===== config.mk =====
export PLATFORM = sky130hd
export DESIGN_NAME = rsc_top
export DESIGN_NICKNAME = d
export VERILOG_FILES = /design/src/inc/rsc_pkg.sv /design/src/design/rsc_top.sv
export SDC_FILE = /design/constraint.sdc
export NUM_CORES = 1
export LEC_CHECK = 0
export ABC_AREA = 1
export ABC_CLOCK_PERIOD_IN_PS = 2100
export BUFFER_PORTS_ARGS = -buffer_cell sky130_fd_sc_hd__buf_2
export CAP_MARGIN = 20
export CORE_UTILIZATION = 25
export DETAILED_ROUTE_END_ITERATION = 7
export PLACE_DENSITY_LB_ADDON = 0.12
export SYNTH_ARGS = -nofsm -noshare
export SYNTH_HDL_FRONTEND = slang
export SYNTH_SLANG_ARGS = --single-unit

===== constraint.sdc =====
create_clock -name clk -period 2.1 [get_ports clk]
set_input_delay 0.105 -clock clk [delete_from_list [all_inputs] [get_ports clk]]
set_output_delay 0.105 -clock clk [all_outputs]
set_load 0.01 [all_outputs]

===== src/inc/rsc_pkg.sv =====
// Package for the reset source controller: offsets, fields, reset values, timing.
// Assumes a 50 MHz system clock and an Avalon-MM register slave with 32-bit data.
package rsc_pkg;

   // ------------------------------------------------------------------
   // Clock and timing
   // ------------------------------------------------------------------
   localparam int CLK_HZ            = 50_000_000;
   localparam int CLK_PERIOD_NS     = 20;
   localparam int PIN_RELEASE_US    = 100;
   localparam int PIN_RELEASE_CYC   = (PIN_RELEASE_US * 1000 + CLK_PERIOD_NS - 1) / CLK_PERIOD_NS;
   localparam int SOFT_TRIGGER_US   = 50;
   localparam int SOFT_TRIGGER_CYC  = (SOFT_TRIGGER_US * 1000 + CLK_PERIOD_NS - 1) / CLK_PERIOD_NS;
   localparam int LOW_FILTER_US     = 120;
   localparam int LOW_FILTER_CYC    = (LOW_FILTER_US * 1000 + CLK_PERIOD_NS - 1) / CLK_PERIOD_NS;
   localparam int CNT_W             = 16;

   // ------------------------------------------------------------------
   // Register map, byte addresses
   // ------------------------------------------------------------------
   localparam logic [3:0] OFS_TRIP_SELECT = 4'h0;
   localparam logic [3:0] OFS_CAUSE_FLAGS = 4'h4;
   localparam logic [3:0] OFS_SELFPROG    = 4'h8;
   localparam logic [3:0] OFS_WDOG_CTRL   = 4'hC;

   // ------------------------------------------------------------------
   // Fields and codes
   // ------------------------------------------------------------------
   localparam int         BIT_WDOG_FAULT   = 0;
   localparam int         BIT_THRESH_FAULT = 1;
   localparam int         BIT_SUPPLY_TRIP  = 2;
   localparam logic [7:0] TRIP_SEL_RESET   = 8'h55;
   localparam logic [7:0] LVL_2V10         = 8'h55;
   localparam logic [7:0] LVL_2V55         = 8'h33;
   localparam logic [7:0] LVL_3V15         = 8'h99;
   localparam logic [7:0] LVL_3V80         = 8'hAA;
   localparam logic [7:0] SELFPROG_RESET   = 8'h55;
   localparam logic [4:0] WDOG_EN_CODE     = 5'h0A;
   localparam logic [4:0] WDOG_DIS_CODE    = 5'h15;
   localparam logic [7:0] WDOG_CTRL_RESET  = 8'h53;

   // ------------------------------------------------------------------
   // Sequencer states
   // ------------------------------------------------------------------
   typedef enum logic [3:0] {
      ST_RUN      = 4'b0001,
      ST_HOLD     = 4'b0010,
      ST_RELEASE  = 4'b0100,
      ST_SOFTWAIT = 4'b1000
   } rsc_state_t;

   typedef enum logic [1:0] {
      LV_2V10 = 2'h0,
      LV_2V55 = 2'h1,
      LV_3V15 = 2'h2,
      LV_3V80 = 2'h3
   } rsc_level_t;

endpackage : rsc_pkg


===== src/design/rsc_top.sv =====
// Reset source controller: merges every reset source except the idle watchdog timeout into one system reset.
// Assumes synchronous pin and monitor inputs and an Avalon-MM master on the bus.
//
// How it works
// Any reset clears the program counter.
// Power-on loads port data and direction ones.
// Low clear pin resets; resumes when high.
// Extra start delay after clear pin release.
// Board holds clear pin low until stable.
// Supply trip on while running, off idle.
// Supply low trip resets and sets flag.
// Short low-supply glitches under filter ignored.
// Four threshold codes map to trip levels.
// Genuine supply trip keeps threshold select.
// Undefined code resets after delay, restores.
// Undefined code sets threshold fault flag.
// Threshold select powers up at 0x55.
// Bit 2 supply flag; software zero clears.
// Bit 1 fault flag; only software clears (power-on srst also clears it).
// Cause bits 7 to 3 read zero.
// Writing 0x55 to selfprog register resets.
// Running watchdog timeout: full reset, flag set.
// Idle timeout clears only counter and stack.
// Expired and halt flags follow reset kind.
// Bad watchdog enable code resets, sets fault.
// Reset asserts at once, releases synchronously.
module rsc_top (
   // Clock and power-on reset
   input  wire logic        clk,
   input  wire logic        srst,
   // Reset sources and mode
   input  wire logic        external_clear_pin_n,
   input  wire logic        supply_below_level,
   input  wire logic        wdog_timeout,
   input  wire logic        idle_mode,
   input  wire logic        halt_exec,
   input  wire logic        wdog_clear,
   // Avalon-MM slave
   input  wire logic [3:0]  avs_address,
   input  wire logic        avs_read,
   input  wire logic        avs_write,
   input  wire logic [31:0] avs_writedata,
   input  wire logic [3:0]  avs_byteenable,
   output logic      [31:0] avs_readdata,
   output logic             avs_waitrequest,
   // Reset outputs to the core
   output logic             sys_reset,
   output logic             pc_sp_clear,
   output logic             port_preset,
   output logic             low_supply_trip_en,
   output logic      [1:0]  trip_level_field,
   output logic             watchdog_expired_flag,
   output logic             halt_flag,
   output logic             wdog_enabled
);

   // -------------------------------------------------------------------
   // State
   // -------------------------------------------------------------------
   typedef struct packed {
      rsc_pkg::rsc_state_t     st;
      logic [rsc_pkg::CNT_W-1:0] cnt;
      logic [rsc_pkg::CNT_W-1:0] filt;
      logic [7:0]              trip_sel;
      logic [7:0]              wdog_ctrl;
      logic                    supply_flag;
      logic                    thr_fault;
      logic                    wd_fault;
      logic                    expired;
      logic                    halted;
      logic                    pcsp;
      logic                    por;
      logic                    ack;
      logic [31:0]             rdata;
   } rsc_regs_t;

   rsc_regs_t s_reg;
   rsc_regs_t s_next;

   // Decodes a threshold code; returns 1 when it is one of the four levels.
   function automatic logic code_valid(input logic [7:0] c);
      code_valid = (c == rsc_pkg::LVL_2V10) || (c == rsc_pkg::LVL_2V55) ||
                   (c == rsc_pkg::LVL_3V15) || (c == rsc_pkg::LVL_3V80);
   endfunction : code_valid

   // Maps a threshold code onto the comparator level select.
   function automatic logic [1:0] code_level(input logic [7:0] c);
      case (c)
         rsc_pkg::LVL_2V55: code_level = rsc_pkg::LV_2V55;
         rsc_pkg::LVL_3V15: code_level = rsc_pkg::LV_3V15;
         rsc_pkg::LVL_3V80: code_level = rsc_pkg::LV_3V80;
         default:           code_level = rsc_pkg::LV_2V10;
      endcase
   endfunction : code_level

   function automatic logic wd_code_valid(input logic [4:0] c);
      wd_code_valid = (c == rsc_pkg::WDOG_EN_CODE) || (c == rsc_pkg::WDOG_DIS_CODE);
   endfunction : wd_code_valid

   logic wr_hit;
   logic rd_hit;
   logic trip_fire;
   logic run;
   logic bad_thr;
   logic bad_wd;
   logic sp_hit;

   // Bus strobes; one wait cycle then acknowledge.
   assign wr_hit  = avs_write && !s_reg.ack;
   assign rd_hit  = avs_read && !s_reg.ack;
   assign run     = (s_reg.st == rsc_pkg::ST_RUN);
   assign bad_thr = !code_valid(s_reg.trip_sel);
   assign bad_wd  = !wd_code_valid(s_reg.wdog_ctrl[7:3]);
   assign sp_hit  = wr_hit && avs_byteenable[0] && avs_address == rsc_pkg::OFS_SELFPROG &&
                    avs_writedata[7:0] == rsc_pkg::SELFPROG_RESET;
   // Filter done: low supply persisted longer than the filter window.
   assign trip_fire = low_supply_trip_en && supply_below_level &&
                      (s_reg.filt >= rsc_pkg::CNT_W'(rsc_pkg::LOW_FILTER_CYC));

   // -------------------------------------------------------------------
   // Next-state logic
   // -------------------------------------------------------------------
   always_comb begin
      s_next      = s_reg;
      s_next.ack  = (avs_read || avs_write) && !s_reg.ack;
      s_next.pcsp = 1'b0;
      s_next.por  = 1'b0;
      // Glitch filter counts only while the supply is low and monitor enabled.
      if (low_supply_trip_en && supply_below_level) begin
         if (!trip_fire) begin
            s_next.filt = s_reg.filt + 1'b1;
         end
      end else begin
         s_next.filt = '0;
      end
      // Register writes; hardware sets below take priority over clears.
      if (wr_hit && avs_byteenable[0]) begin
         case (avs_address)
            rsc_pkg::OFS_TRIP_SELECT: s_next.trip_sel  = avs_writedata[7:0];
            rsc_pkg::OFS_WDOG_CTRL:   s_next.wdog_ctrl = avs_writedata[7:0];
            rsc_pkg::OFS_CAUSE_FLAGS: begin
               if (!avs_writedata[rsc_pkg::BIT_SUPPLY_TRIP]) begin
                  s_next.supply_flag = 1'b0;
               end
               if (!avs_writedata[rsc_pkg::BIT_THRESH_FAULT]) begin
                  s_next.thr_fault = 1'b0;
               end
               if (!avs_writedata[rsc_pkg::BIT_WDOG_FAULT]) begin
                  s_next.wd_fault = 1'b0;
               end
            end
            default: ;
         endcase
      end
      // Halt and watchdog clear drive the halt flag in the core.
      if (halt_exec) begin
         s_next.halted = 1'b1;
      end else if (wdog_clear) begin
         s_next.halted = 1'b0;
      end
      // Flag sets always win over a same-cycle clear.
      if (bad_thr) begin
         s_next.thr_fault = 1'b1;
      end
      if (bad_wd) begin
         s_next.wd_fault = 1'b1;
      end
      // Reset sequencer.
      case (s_reg.st)
         rsc_pkg::ST_RUN: begin
            if (!external_clear_pin_n) begin
               s_next.st = rsc_pkg::ST_HOLD;
            end else if (trip_fire) begin
               s_next.st          = rsc_pkg::ST_RELEASE;
               s_next.supply_flag = 1'b1;
               s_next.cnt         = rsc_pkg::CNT_W'(rsc_pkg::PIN_RELEASE_CYC);
            end else if (wdog_timeout && idle_mode) begin
               s_next.pcsp    = 1'b1;
               s_next.expired = 1'b1;
               s_next.halted  = 1'b1;
            end else if (wdog_timeout) begin
               s_next.st      = rsc_pkg::ST_RELEASE;
               s_next.expired = 1'b1;
               s_next.cnt     = rsc_pkg::CNT_W'(rsc_pkg::PIN_RELEASE_CYC);
            end else if (bad_thr || bad_wd || sp_hit) begin
               s_next.st  = rsc_pkg::ST_SOFTWAIT;
               s_next.cnt = rsc_pkg::CNT_W'(rsc_pkg::SOFT_TRIGGER_CYC);
            end
         end
         rsc_pkg::ST_SOFTWAIT: begin
            if (s_reg.cnt <= rsc_pkg::CNT_W'(1)) begin
               s_next.st  = rsc_pkg::ST_RELEASE;
               s_next.cnt = rsc_pkg::CNT_W'(rsc_pkg::PIN_RELEASE_CYC);
               if (bad_thr) begin
                  s_next.trip_sel = rsc_pkg::TRIP_SEL_RESET;
               end
               if (bad_wd) begin
                  s_next.wdog_ctrl = rsc_pkg::WDOG_CTRL_RESET;
               end
            end else begin
               s_next.cnt = s_reg.cnt - 1'b1;
            end
         end
         rsc_pkg::ST_HOLD: begin
            s_next.cnt = rsc_pkg::CNT_W'(rsc_pkg::PIN_RELEASE_CYC);
            if (external_clear_pin_n) begin
               s_next.st = rsc_pkg::ST_RELEASE;
            end
         end
         rsc_pkg::ST_RELEASE: begin
            if (!external_clear_pin_n) begin
               s_next.st = rsc_pkg::ST_HOLD;
            end else if (s_reg.cnt <= rsc_pkg::CNT_W'(1)) begin
               s_next.st = rsc_pkg::ST_RUN;
            end else begin
               s_next.cnt = s_reg.cnt - 1'b1;
            end
         end
         default: s_next.st = rsc_pkg::ST_HOLD;
      endcase
      // Read data for the access being acknowledged next cycle.
      s_next.rdata = '0;
      if (rd_hit) begin
         case (avs_address)
            rsc_pkg::OFS_TRIP_SELECT: s_next.rdata = {24'h000000, s_reg.trip_sel};
            rsc_pkg::OFS_CAUSE_FLAGS: s_next.rdata = {29'h00000000, s_reg.supply_flag,
                                                      s_reg.thr_fault, s_reg.wd_fault};
            rsc_pkg::OFS_WDOG_CTRL:   s_next.rdata = {24'h000000, s_reg.wdog_ctrl};
            default:                  s_next.rdata = 32'h00000000;
         endcase
      end
   end

   // -------------------------------------------------------------------
   // State register; power-on reset is srst
   // -------------------------------------------------------------------
   always_ff @(posedge clk) begin
      if (srst) begin
         s_reg             <= '0;
         s_reg.st          <= rsc_pkg::ST_RELEASE;
         s_reg.cnt         <= rsc_pkg::CNT_W'(rsc_pkg::PIN_RELEASE_CYC);
         s_reg.trip_sel    <= rsc_pkg::TRIP_SEL_RESET;
         s_reg.wdog_ctrl   <= rsc_pkg::WDOG_CTRL_RESET;
         s_reg.por         <= 1'b1;
      end else begin
         s_reg <= s_next;
      end
   end

   // -------------------------------------------------------------------
   // Outputs
   // -------------------------------------------------------------------
   // Reset asserts combinationally from a low pin, releases on the clock.
   // A soft reset request only takes effect once its delay has run out.
   assign sys_reset = srst || !external_clear_pin_n ||
                      !(run || s_reg.st == rsc_pkg::ST_SOFTWAIT);
   assign pc_sp_clear = s_reg.pcsp || sys_reset;
   assign port_preset = s_reg.por || srst;
   assign low_supply_trip_en = run && !idle_mode;
   assign trip_level_field = code_level(s_reg.trip_sel);
   assign watchdog_expired_flag = s_reg.expired;
   assign halt_flag = s_reg.halted;
   assign wdog_enabled = (s_reg.wdog_ctrl[7:3] == rsc_pkg::WDOG_EN_CODE);
   assign avs_readdata = s_reg.rdata;
   assign avs_waitrequest = (avs_read || avs_write) && !s_reg.ack;
endmodule : rsc_top


==> flow_summary.json, run 1 <==
{
  "grt_usage_pct": 13.38,
  "grt_max_degree": 24,
  "ant_nets": 0,
  "dp_cells": 873,
  "synthToLayoutAreaGrowth_pct": 16.53,
  "antenna_found_initial": 0,
  "grt_overflow": 0,
  "clk_pin_slew_ns": 0.06,
  "dieHeight_microns": 129.5,
  "cp-end-kind": "output port",
  "drtIter0Drc": 236,
  "cts_buffer_depth": 2,
  "report.final.setup_viol": 0,
  "cts_tree": "done",
  "wl_met2_mm": 5.126,
  "path_max_fanout": 6,
  "status": "finished clean",
  "fin_hold_ws_ns": 0.03886,
  "yosysTopAreaCellShare_pct": 33.49,
  "utilization_pct": 29.82,
  "drt-met1-wl_mm": 5.012,
  "clock_sinks": 68,
  "syn_inst": 622,
  "die-area_sq_um": 16770,
  "drt_wl_total_mm": 10.64,
  "crit_arrival_ns": 1.81,
  "drc": 0,
  "fillers": 1837,
  "initial_core_util_pct": 25.59,
  "synth_ff_type": "dfxtp_1",
  "period_minus_slack_ns": 1.914,
  "cp.required_ns": 2.00,
  "yosysTopAreaCell": "dfxtp_1",
  "leakagePower_nw": 2.126,
  "die_width_microns": 129.5,
  "port_buffers": 40,
  "dpl_cell_area_sq_um": 4452,
  "insertedDiodeCount": 0,
  "clk_latency_ns": 0.34,
  "hold_viol": 0,
  "peakVddDrop_uv": 413.2,
  "wl_per_cell_microns": 11.96,
  "maxCapViolCount": 0,
  "start_kind": "flop",
  "vias": 3840,
  "ctsHtreeMaxLevel": 3,
  "via_per_inst": 4.319,
  "synth-edff-count": 0,
  "io_pins": 92,
  "gp_congestion": 0.8032,
  "async_reset_ff_share_pct": 0,
  "min_path_type": "in2reg",
  "synth_warnings": 0,
  "slew-limit-headroom_pct": 65.74,
  "drive_gt1_share_pct": 14.26,
  "wl_met3_microns": 328,
  "synth-seq-cells": 68,
  "finalPower_mw": 4.248,
  "grt_pass1_wl_mm": 17.31,
  "cts_root_buf": "clkbuf_16",
  "drv_slew": 0,
  "fin_crit_sh_pct": 91.16,
  "instances_no_fill": 889,
  "criticalPathCategory": "reg2out",
  "finClkSkew_ns": 0.008623,
  "row_count": 46,
  "highest_layer": "met4",
  "hold_buffers": 0,
  "mostFrequentLayoutCells": "nand2_1, inv_1, nor2_1",
  "fin_area_sq_um": 4737,
  "ys_seq_area_share_pct": 33.49,
  "max_freq_mhz": 522.4,
  "firstDrtPassIters": 4,
  "synth_area_leaders": "dfxtp_1, nand2_1, inv_1",
  "avgSynthCellArea_sq_um": 6.536,
  "fin_nets": 722,
  "syn-cell-area_sq_um": 4065,
  "ys_types": 40,
  "setup_tns_ns": 0,
  "grt_pass1_vias": 3512,
  "rsz0062_at_grt": "no",
  "layout_commonest_cell": "nand2_1",
  "pwr_density_cell_nw_per_um2": 896.7,
  "cts-buffers-inserted": 9,
  "worst_pin_slew_ns": 0.5100,
  "setup_slack_ns": 0.1857,
  "place_ws_ns": 0.1599,
  "largest_reg_flops": 58,
  "coreArea_sq_um": 15890,
  "dp_hpwl_mm": 8.257
}
## where the power goes
part | switching, mW | total [mW] | internal [mW]
logic | 0.820 | 1.29 | 0.470
clock network | 0.618 | 1.42 | 0.805
registers | 0.115 | 1.54 | 1.42
total | 1.55 | 4.25 | 2.69
## cell usage after synthesis, types with 8 or more instances
cell / count
nand2_1: 142
nand3_1: 36
o211ai_1: 9
inv_1: 89
nor2_1: 75
dfxtp_1: 68
buf_4: 32
nand4_1: 11
nor3_1: 15
xor2_1: 11
a21oi_1: 45
o21ai_0: 19
a211oi_1: 8
## layer usage
metal  track usage (%)  vias to the layer above
li1                  -                     2034
met1             16.88                     1734
met2             22.49                       62
met3             2.436                       10
met4             5.404                        0
met5                 0                        -
## kinds of logic (layout without fill, tap and decap cells)
group	after synthesis	in the layout	synth area share [%]
compound gates	95	95	13.17
xor+xnor	13	13	2.801
fa+ha+maj	4	4	1.231
buf+inv	135	163	15.73
flops	68	68	33.49
other cells	1	24	0.09225
simple gates	306	306	33.49
## repair_timing
| item | 4_1_cts | 5_1_grt |
|---|---|---|
| buffers inserted | 0 | 0 |
| hold endpoints to repair | 0 | 0 |
| endpoints found under the setup margin | 0 | 17 |
| resized for setup | 0 | 2 |
## worst paths after layout
path | startpoint | end | slack (ns) | depth (start not counted)
max | s_reg[88] | pc_sp_clear | 0.19 | 6
min | halt_exec | halt_flag | 0.04 | 3
max reg2reg | s_reg[73] | s_reg[79] | 0.19 | 13
min reg2reg | s_reg[40] | s_reg[40] | 0.48 | 2
## critical path, stage by stage (launching register included)
cell,delay (ns)
dfxtp_1,0.33
nor2_2,0.15
nand3_1,0.16
inv_1,0.20
o211ai_1,0.15
or2_2,0.34
buf_2,0.15
## layout make-up
type / instances / area (sq um) / area share, %
clock inverter: 7 / 51.30 / 1.083
tap: 216 / 270.3 / 5.705
timing repair buffer: 54 / 317.8 / 6.709
multi-input combinational: 442 / 2160 / 45.59
inverter: 93 / 351.6 / 7.422
sequential: 68 / 1361 / 28.74
clock buffer: 9 / 225.2 / 4.754
Note: power is estimated with default switching activity, not from simulation.
==> run 2: changes to the inputs <==
--- a/config.mk
+++ b/config.mk
@@ -11,6 +11,8 @@
 export CAP_MARGIN = 20
 export CORE_UTILIZATION = 25
 export DETAILED_ROUTE_END_ITERATION = 7
+export GPL_ROUTABILITY_DRIVEN = 0
+export HOLD_SLACK_MARGIN = 0.06
 export PLACE_DENSITY_LB_ADDON = 0.12
 export SYNTH_ARGS = -nofsm -noshare
 export SYNTH_HDL_FRONTEND = slang
==> flow_summary.json, run 2 (synthesis results as in run 1) <==
{
  "report.final.setup_viol": 0,
  "place_ws_ns": 0.1599,
  "leakagePower_nw": 2.134,
  "cp-end-kind": "flop",
  "start_kind": "flop",
  "pwr-share-seq_pct": 36.1,
  "cts_buffer_depth": 2,
  "die-area_sq_um": 16770,
  "initial_core_util_pct": 25.59,
  "mostFrequentLayoutCells": "nand2_1, inv_1, nor2_1",
  "grt_overflow": 0,
  "cp_top_family": "simple AND/OR/NAND/NOR gates",
  "criticalPathCategory": "reg2reg",
  "setup_tns_ns": 0,
  "path_buf_inv": 5,
  "cts_tree": "done",
  "port_buffers": 40,
  "dp_hpwl_mm": 8.257,
  "status": "finished clean",
  "crit_path_frequent_cell": "inv_1",
  "worstPathCellList": "inv_1 > ha_1 > inv_1 > a21oi_1 > nand3b_1 > nor2_1 > inv_1 > nand2_2 > buf_4 > nor2_1 > o21ai_1 > inv_1 > nand2_1",
  "fillers": 1836,
  "firstDrtPassIters": 4,
  "die_width_microns": 129.5,
  "dp_cells": 873,
  "drc": 0,
  "rsz0062_at_grt": "no",
  "grt_max_degree": 24,
  "maxCapViolCount": 0,
  "synthToLayoutAreaGrowth_pct": 17.02,
  "pwr-share-clk_pct": 33.5,
  "finalPower_mw": 4.253,
  "max_freq_mhz": 520.4,
  "row_count": 46,
  "p_int_mw": 2.697,
  "drt_wl_total_mm": 10.65,
  "largest_reg_flops": 58,
  "multi_input_area_sq_um": 2160,
  "postCtsSetupBuffers": 0,
  "dieHeight_microns": 129.5,
  "ant_nets": 0,
  "coreArea_sq_um": 15890,
  "pwr_density_cell_nw_per_um2": 894.0,
  "layout_commonest_cell": "nand2_1",
  "grt_pass1_wl_mm": 17.33,
  "drtIter0Drc": 258,
  "fin_crit_sh_pct": 91.50,
  "grt_pass1_vias": 3525,
  "min_path_type": "in2reg",
  "critical-path-slowest-cell": "dfxtp_1",
  "slew-limit-headroom_pct": 65.27,
  "clk_pin_slew_ns": 0.06,
  "finClkSkew_ns": 0.009033,
  "via_per_inst": 4.327,
  "ff_latch_area_sq_um": 1361,
  "vias": 3855,
  "slowest_delay_ns": 0.32,
  "utilization_pct": 29.95,
  "clock_sinks": 68,
  "drive_gt1_share_pct": 14.22,
  "insertedDiodeCount": 0,
  "cts_root_buf": "clkbuf_16",
  "wl_per_cell_microns": 11.95,
  "drv_slew": 0,
  "grt_usage_pct": 13.40,
  "swShare_pct": 36.58,
  "p_switching_mw": 1.556,
  "setup_slack_ns": 0.1785,
  "instances_no_fill": 891,
  "fin_nets": 724,
  "cp.required_ns": 2.39,
  "path_max_fanout": 6,
  "period_minus_slack_ns": 1.922,
  "cts-buffers-inserted": 9,
  "ctsHtreeMaxLevel": 3,
  "clk_latency_ns": 0.34,
  "crit_arrival_ns": 2.21,
  "io_pins": 92,
  "peakVddDrop_uv": 415.7,
  "worst_pin_slew_ns": 0.5169,
  "combPwrFrac_pct": 30.4,
  "antenna_found_initial": 0,
  "hold_viol": 0
}
[run 2: power groups by stage]
stage | Clock [mW] | Sequential, mW | Combinational, mW
final | 1.42 | 1.53 | 1.29
after global placement | 0 | 1.56 | 1.29
after global routing | 1.53 | 1.56 | 1.47
after detailed placement | 0 | 1.56 | 1.29
after floorplan | 0 | 1.53 | 0.955
after CTS | 1.48 | 1.53 | 1.30
[run 2: path summary, 6_finish.rpt]
| kind | from | end | slack [ns] | cells past startpoint |
|---|---|---|---|---|
| min | avs_writedata[3] | s_reg[43] | 0.08 | 3 |
| max | s_reg[73] | s_reg[79] | 0.18 | 13 |
| min reg2reg | s_reg[40] | s_reg[40] | 0.48 | 2 |
| max reg2reg | s_reg[73] | s_reg[79] | 0.18 | 13 |
[run 2: layer usage]
layer	track usage [%]	part of all wire, %
met5	0	0
met4	5.404	1.4
met1	16.88	47
met2	22.55	49
met3	2.436	2.7
[run 2: stage by stage]
stage | hold WS [ns] | cell area (sq um)
after floorplan | 0.1327 | 4151
after global placement | 0.3744 | 4452
after detailed placement | 0.3791 | 4452
after CTS | 0.06525 | 4748
after global routing | 0.08211 | 4757
final | 0.07510 | 4757
[run 2: layout make-up]
class | instances | share of cell area (%)
clock buffer | 9 | 4.734
clock inverter | 7 | 1.078
inverter | 93 | 7.391
multi-input combinational | 442 | 45.40
sequential | 68 | 28.62
tap | 216 | 5.681
timing repair buffer | 56 | 7.102
[run 2: tightest hold or removal path, stage by stage]
cell and delay (ns):
buf_2 0.11, nor2_1 0.09, a211oi_1 0.06
[run 2: timing repair]
| item | 4_1_cts | 5_1_grt |
|---|---|---|
| endpoints found under the setup margin | 0 | 17 |
| gates resized for setup | 0 | 2 |
| hold buffers | 2 | 0 |
| endpoints found under the hold margin | 2 | 0 |
==> run 3: changes to the inputs <==
--- a/config.mk
+++ b/config.mk
@@ -14,6 +14,7 @@
 export GPL_ROUTABILITY_DRIVEN = 0
 export HOLD_SLACK_MARGIN = 0.06
 export PLACE_DENSITY_LB_ADDON = 0.12
+export RECOVER_POWER = 25
 export SYNTH_ARGS = -nofsm -noshare
 export SYNTH_HDL_FRONTEND = slang
 export SYNTH_SLANG_ARGS = --single-unit
==> flow_summary.json, run 3 (synthesis results as in run 1) <==
{
  "grt_usage_pct": 13.40,
  "rsz0062_at_grt": "no",
  "firstDrtPassIters": 4,
  "hold_path_depth": 3,
  "synthToLayoutAreaGrowth_pct": 16.56,
  "clock_sinks": 68,
  "worst_pin_slew_ns": 1.174,
  "ant_nets": 0,
  "dieHeight_microns": 129.5,
  "grt_pass1_vias": 3525,
  "status": "finished clean",
  "period_minus_slack_ns": 1.915,
  "slowest_delay_ns": 0.34,
  "fillers": 1842,
  "rrSetupSlack_ns": 0.19,
  "drt_wl_total_mm": 10.66,
  "fin_crit_sh_pct": 91.17,
  "finalPower_mw": 4.249,
  "drv_slew": 0,
  "cts_root_buf": "clkbuf_16",
  "min_path_type": "in2reg",
  "drc": 0,
  "grt_pass1_wl_mm": 17.33,
  "initial_core_util_pct": 25.59,
  "hold_end": "s_reg[43]",
  "cp-end-kind": "output port",
  "finClkSkew_ns": 0.01003,
  "grt_overflow": 0,
  "cp.required_ns": 2.00,
  "cts_buffer_depth": 2,
  "cts_tree": "done",
  "drive_gt1_share_pct": 12.30,
  "clk_pin_slew_ns": 0.06,
  "reg2regPathDepth": 13,
  "worstPathCellList": "nor2_2 > nand3_1 > inv_1 > o211ai_1 > or2_2 > buf_2",
  "leakagePower_nw": 2.082,
  "crit_arrival_ns": 1.81,
  "postCtsSetupBuffers": 0,
  "maxCapViolCount": 0,
  "largest_reg_flops": 58,
  "pwr_density_cell_nw_per_um2": 896.7,
  "wl_per_cell_microns": 11.96,
  "setup_tns_ns": 0,
  "io_pins": 92,
  "clk_latency_ns": 0.34,
  "criticalPathCategory": "reg2out",
  "dp_hpwl_mm": 8.257,
  "report.final.setup_viol": 0,
  "insertedDiodeCount": 0,
  "hold_viol": 0,
  "fin_nets": 724,
  "ctsHtreeMaxLevel": 3,
  "port_buffers": 40,
  "min_from": "avs_writedata[3]",
  "slew-limit-headroom_pct": 21.70,
  "via_per_inst": 4.312,
  "start_kind": "flop",
  "mostFrequentLayoutCells": "nand2_1, inv_1, nor2_1",
  "drtIter0Drc": 247,
  "die-area_sq_um": 16770,
  "max_freq_mhz": 522.3,
  "layout_commonest_cell": "nand2_1",
  "r2r_start": "s_reg[73]",
  "cts-buffers-inserted": 9,
  "place_ws_ns": 0.1599,
  "rr_endpoint": "s_reg[79]",
  "coreArea_sq_um": 15890,
  "setup_slack_ns": 0.1854,
  "antenna_found_initial": 0,
  "vias": 3842,
  "grt_max_degree": 24,
  "critical-path-slowest-cell": "or2_2",
  "peakVddDrop_uv": 413.6,
  "row_count": 46,
  "path_max_fanout": 6,
  "die_width_microns": 129.5
}
run 3: cell types whose count changed in the layout (fill, tap and decap cells not counted), sizes merged:
cell	delta
buf	-13
clkbuf	+13
run 3: stage by stage:
step	hold WS [ns]	std cells	cell area (sq um)	utilization (%)
detailed placement	0.3791	873	4452	28.02
global placement	0.3744	873	4452	28.02
floorplan	0.1327	645	4151	-
CTS	0.06525	891	4748	29.89
finish	0.07425	891	4738	29.83
global route	0.08211	891	4738	29.83
run 3: power by group:
group | leakage, nW | internal, mW | switching, mW
registers | 0.552 | 1.42 | 0.115
logic | 1.40 | 0.471 | 0.821
clock network | 0.132 | 0.804 | 0.618
total | 2.08 | 2.70 | 1.55
run 3: repair_timing:
| action | CTS | global route |
|---|---|---|
| endpoints found under the setup margin | 0 | 17 |
| hold endpoints to repair | 2 | 0 |
| resized for setup | 0 | 2 |
| hold buffers | 2 | 0 |
run 3: metal layers:
metal,global-route usage [%],wire length (microns),vias up
met4,5.404,169,0
li1,-,-,2037
met2,22.55,5146,58
met5,0,0,-
met3,2.436,343,10
met1,16.88,4999,1737
run 3: layout make-up:
| type | instances | area [sq um] | share of cell area, % |
|---|---|---|---|
| timing repair buffer | 56 | 319.1 | 6.734 |
| sequential | 68 | 1361 | 28.73 |
| clock inverter | 7 | 51.30 | 1.083 |
| multi-input combinational | 442 | 2160 | 45.58 |
| tap | 216 | 270.3 | 5.704 |
| clock buffer | 9 | 225.2 | 4.753 |
| inverter | 93 | 351.6 | 7.420 |
run 3: critical path: cells and delay by family, from the launching register on:
kind | cells | cell delay [ns]
compound gates | 1 | 0.15
buf+inv | 2 | 0.35
flops | 1 | 0.33
simple gates | 3 | 0.65
run 3: worst max-delay path by stage:
stage / cells after the start / slack [ns] / end / from
final: 6 / 0.19 / pc_sp_clear / s_reg[88]
after global routing: 11 / 0.01 / s_reg[76] / s_reg[72]
after CTS: 6 / 0.10 / pc_sp_clear / s_reg[90]
after detailed placement: 11 / 0.16 / s_reg[76] / s_reg[73]
after global placement: 11 / 0.17 / s_reg[76] / s_reg[73]
after floorplan: 11 / 0.51 / s_reg[76] / s_reg[72]
